**config.mk**
```make
export PLATFORM = sky130hd
export DESIGN_NAME = core_debug_entry_control
export DESIGN_NICKNAME = d
export VERILOG_FILES = /design/src/hw/debug_entry_pkg.sv /design/src/hw/core_debug_entry_control.sv
export SDC_FILE = /design/constraint.sdc
export NUM_CORES = 1
export LEC_CHECK = 0
export ABC_AREA = 1
export BUFFER_PORTS_ARGS = -buffer_cell sky130_fd_sc_hd__clkbuf_2
export CORE_ASPECT_RATIO = 1.1
export CORE_MARGIN = 3
export CORE_UTILIZATION = 45
export DETAILED_ROUTE_END_ITERATION = 6
export GPL_TIMING_DRIVEN = 1
export PLACE_DENSITY = 0.71
export SKIP_LAST_GASP = 1
export SLEW_MARGIN = 10
export SYNTH_ARGS = -nofsm -noshare
export SYNTH_HDL_FRONTEND = slang
export SYNTH_SLANG_ARGS = --single-unit
export TNS_END_PERCENT = 5
```
**constraint.sdc**
```tcl
create_clock -name ref_clk -period 3.06 [get_ports ref_clk]
set_input_delay 0.459 -clock ref_clk [delete_from_list [all_inputs] [get_ports ref_clk]]
set_output_delay 0.459 -clock ref_clk [all_outputs]
set_load 0.05 [all_outputs]
```
**src/hw/debug_entry_pkg.sv**
```systemverilog
/*
 * Shared types and constants for the core debug entry control block.
 * Assumes one clock domain and a synchronous active-low reset.
 */
package debug_entry_pkg;

  // cycles from breakpointed instruction entering execute to halted ack
  localparam logic [1:0] BKPT_ACK_DELAY = 2'h2;
  // watchpoint halt pc is five instructions on; in full-width state that is 20 bytes
  localparam logic [31:0] WATCH_PC_REWIND = 32'h00000014;
  localparam logic DEBUG_STATE_RESET = 1'b0;

  // pipeline status reported by the core for the instruction in execute
  typedef struct packed {
    logic exec_valid;        // an instruction entered execute this step
    logic exec_break_tag;    // that instruction carried a breakpoint mark
    logic exec_prefetch_abt; // that instruction carried a prefetch abort
    logic exec_single_dp;    // single-cycle data processing op
    logic exec_done;         // execute instruction finished memory and write
    logic flush;             // pipeline flushed by a branch or exception
    logic data_abort;        // abort on the current data access
    logic exc_entry_done;    // exception entry sequence has completed
    logic next_prefetch_abt; // second instruction after watchpoint aborts
  } pipe_status_t;

  // debug controls returned to the core
  typedef struct packed {
    logic suppress_exec;   // block state update of instruction in execute
    logic hold_issue;      // issue nothing further into execute
    logic irq_block;       // interrupts disabled internally
    logic mem_idle;        // both memory interfaces signal internal cycles
    logic abort_ignore;    // aborts ignored while halted
    logic take_irq;        // take the interrupt now
  } core_ctrl_t;

  typedef enum logic [2:0] {
    ST_RUN       = 3'b000,
    ST_BKPT_SEQ  = 3'b001,
    ST_WATCH_WT  = 3'b010,
    ST_EXC_WT    = 3'b011,
    ST_REQ_DRAIN = 3'b100,
    ST_HALTED    = 3'b101
  } dbg_state_t;

endpackage : debug_entry_pkg

```
**src/hw/core_debug_entry_control.sv**
```systemverilog
/*
 * Debug entry control: gates external debug inputs, sequences entry into
 * halted debug state on breakpoint, watchpoint or request, drives halted ack.
 * Assumes the core reports pipeline status on ref_clk; external pins are
 * synchronised here through two flops.
 */
// How it works
// - permit low blocks inputs, ack low
// - breakpointed instruction executes without state change
// - flushed breakpointed instruction never halts
// - entry starts at execute, ack two later
// - prefetch abort beats breakpoint
// - breakpoint beats trap instructions
// - interrupt beats breakpoint, refetch later
// - interrupts disabled internally, status word untouched
// - watchpoint lets next instruction finish
// - instruction in execute at watch halt suppressed
// - prefetch abort after watchpoint: exception first
// - watch halt pc five instructions ahead
// - data abort or irq: latch, enter, halt
// - debug request registered, beats interrupts
// - request stops issue, waits execute completion
// - request halts even in monitor mode
// - halted: memory idle, aborts, interrupts ignored
// - one clock, memory and debug enables
// - ack high in debug state until restart is requested
`timescale 1ns/10ps
module core_debug_entry_control
  import debug_entry_pkg::*;
(
  input wire logic ref_clk,
  input wire logic reset_n,
  input wire logic debug_permit_in,
  input wire logic ext_watch_hit_in,
  input wire logic ext_break_hit_in,
  input wire logic ext_halt_request_in,
  input wire logic int_halt_request,
  input wire logic int_break_hit,
  input wire logic int_watch_hit,
  input wire logic monitor_mode_cfg,
  input wire logic irq_request_n,
  input wire logic fast_irq_request_n,
  input wire logic mem_clock_enable,
  input wire logic debug_clock_enable,
  input wire logic restart_req,
  input wire pipe_status_t pipe_status,
  output logic halted_ack_out,
  output logic fetch_break_mark,
  output logic prefetch_debug_abort,
  output logic data_debug_abort,
  output logic core_step,
  output core_ctrl_t core_ctrl
);

  dbg_state_t state_reg, state_next;
  logic [1:0] permit_sync_reg, watch_sync_reg, break_sync_reg, halt_sync_reg;
  logic dbg_req_reg;
  logic [1:0] seq_cnt_reg;
  logic watch_latched_reg;
  logic watch_dp_wait_reg;
  logic bkpt_pending_reg;
  logic permit, watch_hit, break_hit, halt_hit, irq_pending, step_en;

  // shared state decodes; the control flops all look at the next state
  function automatic logic is_halted(input dbg_state_t st);
    return st == ST_HALTED;
  endfunction : is_halted

  function automatic logic irq_open(input dbg_state_t st);
    // interrupts stay live only while running or finishing exception entry
    return (st == ST_RUN) | (st == ST_EXC_WT);
  endfunction : irq_open

  function automatic logic issue_stopped(input dbg_state_t st);
    return (st == ST_REQ_DRAIN) | (st == ST_HALTED);
  endfunction : issue_stopped

  function automatic logic exec_blocked(input dbg_state_t st);
    return (st == ST_BKPT_SEQ) | (st == ST_HALTED);
  endfunction : exec_blocked

  // external pins are asynchronous to ref_clk: two flops each
  always_ff @(posedge ref_clk) begin
    if (!reset_n) begin
      permit_sync_reg <= 2'h0;
      watch_sync_reg <= 2'h0;
      break_sync_reg <= 2'h0;
      halt_sync_reg <= 2'h0;
    end else begin
      permit_sync_reg <= {permit_sync_reg[0], debug_permit_in};
      watch_sync_reg <= {watch_sync_reg[0], ext_watch_hit_in};
      break_sync_reg <= {break_sync_reg[0], ext_break_hit_in};
      halt_sync_reg <= {halt_sync_reg[0], ext_halt_request_in};
    end
  end

  assign permit = permit_sync_reg[1];
  assign watch_hit = permit & (watch_sync_reg[1] | int_watch_hit);
  assign break_hit = permit & (break_sync_reg[1] | int_break_hit);
  assign halt_hit = permit & (halt_sync_reg[1] | int_halt_request);
  assign irq_pending = ~irq_request_n | ~fast_irq_request_n;

  // normal running steps on the memory enable, halted on the debug enable
  assign step_en = (state_reg == ST_HALTED) ? debug_clock_enable : mem_clock_enable;

  // request registered before reaching the core; dropped with permit
  always_ff @(posedge ref_clk) begin
    if (!reset_n) begin
      dbg_req_reg <= 1'b0;
    end else if (!permit || state_reg == ST_HALTED) begin
      dbg_req_reg <= 1'b0;
    end else if (halt_hit) begin
      dbg_req_reg <= 1'b1;
    end
  end

  // monitor mode turns hits into aborts; requests are never turned
  always_ff @(posedge ref_clk) begin
    if (!reset_n) begin
      fetch_break_mark <= 1'b0;
      prefetch_debug_abort <= 1'b0;
      data_debug_abort <= 1'b0;
    end else begin
      // mark follows fetch sample; the breakpoint unit qualifies it with
      // the inverted fetch advance and halfword select, not address bit 1
      fetch_break_mark <= break_hit & ~monitor_mode_cfg;
      prefetch_debug_abort <= break_hit & monitor_mode_cfg;
      data_debug_abort <= watch_hit & monitor_mode_cfg;
    end
  end

  always_comb begin
    state_next = state_reg;
    unique case (state_reg)
      ST_RUN: begin
        if (dbg_req_reg) begin
          state_next = ST_REQ_DRAIN;
        end else if (watch_latched_reg && (pipe_status.data_abort || irq_pending)) begin
          state_next = ST_EXC_WT;
        end else if (watch_latched_reg && pipe_status.next_prefetch_abt) begin
          state_next = ST_EXC_WT;
        end else if (watch_latched_reg && !watch_dp_wait_reg) begin
          state_next = ST_HALTED;
        end else if (bkpt_pending_reg && pipe_status.exec_valid && !pipe_status.flush) begin
          // prefetch abort wins over breakpoint; breakpoint wins over traps
          if (!pipe_status.exec_prefetch_abt && !irq_pending) begin
            state_next = ST_BKPT_SEQ;
          end
        end
      end
      ST_BKPT_SEQ: begin
        if (seq_cnt_reg == BKPT_ACK_DELAY - 2'h1) begin
          state_next = ST_HALTED;
        end
      end
      ST_WATCH_WT: state_next = ST_HALTED;
      ST_EXC_WT: begin
        if (pipe_status.exc_entry_done) begin
          state_next = ST_HALTED;
        end
      end
      ST_REQ_DRAIN: begin
        if (pipe_status.exec_done) begin
          state_next = ST_HALTED;
        end
      end
      ST_HALTED: begin
        if (restart_req) begin
          state_next = ST_RUN;
        end
      end
      default: state_next = ST_RUN;
    endcase
    if (!permit) begin
      state_next = ST_RUN;
    end
  end

  always_ff @(posedge ref_clk) begin
    if (!reset_n) begin
      state_reg <= ST_RUN;
    end else if (step_en || !permit) begin
      state_reg <= state_next;
    end
  end

  always_ff @(posedge ref_clk) begin
    if (!reset_n) begin
      seq_cnt_reg <= 2'h0;
    end else if (step_en) begin
      seq_cnt_reg <= (state_reg == ST_BKPT_SEQ) ? seq_cnt_reg + 2'h1 : 2'h0;
    end
  end

  // breakpoint status travels with the fetched instruction until execute
  always_ff @(posedge ref_clk) begin
    if (!reset_n) begin
      bkpt_pending_reg <= 1'b0;
    end else if (step_en) begin
      if (pipe_status.flush) begin
        bkpt_pending_reg <= 1'b0;
      end else if (break_hit && !monitor_mode_cfg) begin
        bkpt_pending_reg <= 1'b1;
      end else if (pipe_status.exec_valid && pipe_status.exec_break_tag) begin
        bkpt_pending_reg <= 1'b0;
      end
    end
  end

  // watchpoint latched; the one cycle delay is fixed, a single-cycle dp op adds nothing
  always_ff @(posedge ref_clk) begin
    if (!reset_n) begin
      watch_latched_reg <= 1'b0;
      watch_dp_wait_reg <= 1'b0;
    end else if (!permit || state_reg == ST_HALTED) begin
      watch_latched_reg <= 1'b0;
      watch_dp_wait_reg <= 1'b0;
    end else if (step_en) begin
      if (watch_hit && !monitor_mode_cfg) begin
        watch_latched_reg <= 1'b1;
        watch_dp_wait_reg <= 1'b1;
      end else if (watch_dp_wait_reg) begin
        watch_dp_wait_reg <= pipe_status.exec_single_dp & ~watch_dp_wait_reg;
      end
    end
  end

  // halted ack only in debug state, forced low without permit
  always_ff @(posedge ref_clk) begin
    if (!reset_n) begin
      halted_ack_out <= DEBUG_STATE_RESET;
    end else begin
      halted_ack_out <= permit & (state_next == ST_HALTED) & (step_en | state_reg == ST_HALTED);
    end
  end

  always_ff @(posedge ref_clk) begin
    if (!reset_n) begin
      core_step <= 1'b0;
    end else begin
      core_step <= (state_next == ST_HALTED) ? debug_clock_enable : mem_clock_enable;
    end
  end

  // one flop per control, except mem_idle and abort_ignore which share idle_reg
  logic suppress_reg, hold_issue_reg, irq_block_reg, idle_reg, take_irq_reg;

  // breakpointed or post-watch instruction enters execute with no update
  always_ff @(posedge ref_clk) begin
    if (!reset_n) begin
      suppress_reg <= 1'b0;
    end else begin
      suppress_reg <= exec_blocked(state_next);
    end
  end

  always_ff @(posedge ref_clk) begin
    if (!reset_n) begin
      hold_issue_reg <= 1'b0;
    end else begin
      hold_issue_reg <= issue_stopped(state_next);
    end
  end

  // interrupt masking bits stay untouched; this gate is separate
  always_ff @(posedge ref_clk) begin
    if (!reset_n) begin
      irq_block_reg <= 1'b0;
    end else begin
      irq_block_reg <= ~irq_open(state_next);
    end
  end

  // memory idle and abort ignore share one flop: both mean halted
  always_ff @(posedge ref_clk) begin
    if (!reset_n) begin
      idle_reg <= 1'b0;
    end else begin
      idle_reg <= is_halted(state_next);
    end
  end

  always_ff @(posedge ref_clk) begin
    if (!reset_n) begin
      take_irq_reg <= 1'b0;
    end else begin
      take_irq_reg <= irq_pending & irq_open(state_next);
    end
  end

  assign core_ctrl = '{suppress_exec: suppress_reg, hold_issue: hold_issue_reg, irq_block: irq_block_reg,
                       mem_idle: idle_reg, abort_ignore: idle_reg, take_irq: take_irq_reg};

endmodule : core_debug_entry_control

```
==> results_dict.tcl <==
set metrics [dict create \
    outcome "completed" \
    syn2layout_area_growth_pct 15.0 \
    ys_seq_area_share_pct 45.6 \
    final_layout_size_suffix_gt1_share_pct 27.5 \
    htreeDepth 1 \
    grt_pass1_wl_um 3760 \
    post_cts_buffers 0 \
    hold_viol 0 \
    ys_warn_count 0 \
    netlist_top_cells_area "dfxtp_1 46%, nand2_1 12%, inv_1 7.6%" \
    die_height_um 59.8 \
    drc 0 \
    largest_register_ffs 3 \
    end_kind "flop" \
    synth.distinct_cells 22 \
    cts_tree "built" \
    root_buffer "clkbuf_4" \
    cts.reportedPaths.clkPinSlew_ns 0.15 \
    synth-edff-count 0 \
    grt_max_degree 16 \
    clock_latency_ns 0.32 \
    yosysMostFrequentCell "nand2_1" \
    die_area_um2 3290 \
    grt_pass1_vias 924 \
    nets 219 \
    postSynthCellCount 164 \
    leakage_nw 0.709 \
    critPathSlowestCell "dfxtp_1" \
    slowest_delay_ns 0.51 \
    drt_wl_total_um 2310 \
    cp_max_fo 7 \
    fin_crit_sh_pct 48.4 \
    track_usage_pct 15.4 \
    n_antenna_cell 0 \
    cp_top_family "simple AND/OR/NAND/NOR gates" \
    cap_violations 0 \
    viasPerCell 4.76 \
    setup_tns_ns 0 \
    slew_violations 0 \
    synth_area_leader_cell "dfxtp_1" \
    cp_data_required_time_ns 3.33 \
    worst-path-buf-inv 0 \
    fp.coreArea_um2 2360 \
    syn_nets 189 \
    period_needed_ns 1.48 \
    boundaryPins 35 \
    synth_common_cells "37 x nand2_1, 27 x dfxtp_1, 24 x inv_1" \
    drt_iter0_drc 15 \
    numCtsBuffers 3 \
    ys_seq_elements 27 \
    rsz0062_at_grt "no" \
    die_w_um 55.0 \
    dr.pass1.iters 4 \
    grt-ovfl-total 0 \
    num_rows 18 \
    synth_top_area_share_pct 45.6 \
    place.port_buffers 33 \
    tightest_slew_ns 0.354 \
    cts_resized 0 \
    vias 1062 \
    skew_ns 0.00657 \
    hold_path.class "in -> reg" \
    clockBufferDepth 2 \
    worstPathArrival_ns 1.75 \
    antenna_found_initial 0 \
    setup_viol 0 \
    syn_area_per_cell_um2 7.23 \
    async_flop_share_pct 0 \
    timing.hold.ws_ns 0.303 \
    clock-sinks 27 \
    cts-hold-fix-buffers 0 \
    fmax_mhz 675 \
    relSlewSlack_pct 76.4 \
    start_kind "flop" \
    powerDensity_nw_per_um2 415 \
    critical_path_class "reg -> reg" \
    routabilityCongestion 0.845 \
    ir_drop_mv 0.260 \
    crit_top_cell "nor2_1" \
    hpwl_um 1880 \
    ys.flop_type "dfxtp_1" \
    wire_per_inst_um 10.4 \
    syn_area_um2 1190 \
    crit_chain "nand3_2, nor2_1, nor2_1, nand2_1, nand2_1, nor2_4, nand3_1, nor2_1" \
    start_util_pct 50.2 \
    postRouteAntennaNets 0 \
]
## placed cells by master, fill, tap and decap left out, drive strengths merged
master and count:
nand2 38, clkbuf 36, inv 30, dfxtp 27, nor2 19, a21oi 13, nand3 9, o21ai 8
nor3 7, o22ai 2, o211a 1, nand4 1, ha 1, clkinv 1
## path summary, 6_finish.rpt
kind	depth (start not counted)	endpoint	from	slack (ns)
setup reg to reg	8	halted_ack_out	state_reg[2]	1.58
setup / recovery	8	halted_ack_out	state_reg[2]	1.58
hold / removal	3	halt_sync_reg[0]	ext_halt_request_in	0.30
hold reg to reg	2	watch_sync_reg[1]	watch_sync_reg[0]	0.43
## tightest hold or removal path: stages
cell and delay, ns:
clkbuf_2 0.07, nand2_1 0.04, inv_1 0.04
## logic make-up (layout without fill, tap and decap cells)
group                      count (synthesis)  in the layout  share of synthesized area, %
adders and majority gates                  1              1                          1.05
DFF                                       27             27                          45.6
buffers and inverters                     38             67                          13.9
AOI/OAI and AO/OA                         24             24                          11.4
and+or+nand+nor                           74             74                          28.1
## metal layers
metal | global-route usage (%) | wire (µm) | vias up | part of all wire, %
met5 | 0 | 0 | - | 0
met4 | 6.25 | 17 | 0 | 0.74
met3 | 2.24 | 134 | 2 | 5.8
met2 | 27.2 | 1170 | 27 | 51
met1 | 18.1 | 985 | 472 | 43
li1 | - | - | 561 | -
## power by group
part | internal (W) | total [W] | switching (W)
combinational | 0.0000187 | 0.0000493 | 0.0000306
clock | 0.0000490 | 0.000153 | 0.000104
sequential | 0.000360 | 0.000364 | 0.00000348
total | 0.000428 | 0.000566 | 0.000138
## stage by stage
stage	setup WS, ns	instances	power (W)	cell area [µm²]	util (%)
after CTS	1.59	223	0.000568	1360	57.7
after global routing	1.38	223	0.000591	1360	57.7
after floorplan	1.78	164	0.000399	1190	-
after detailed placement	1.54	219	0.000421	1340	56.5
after global placement	1.55	219	0.000419	1340	56.5
final	1.58	223	0.000566	1360	57.7
## area by class of cell
class | count | area, µm²
Timing Repair Buffer | 33 | 165
Multi-Input combinational cell | 99 | 480
Clock inverter | 1 | 5.00
Inverter | 30 | 113
Sequential cell | 27 | 541
Tap cell | 30 | 37.5
Fill cell | 236 | 1000
Clock buffer | 3 | 22.5
Note: power is estimated with default switching activity, not from simulation.
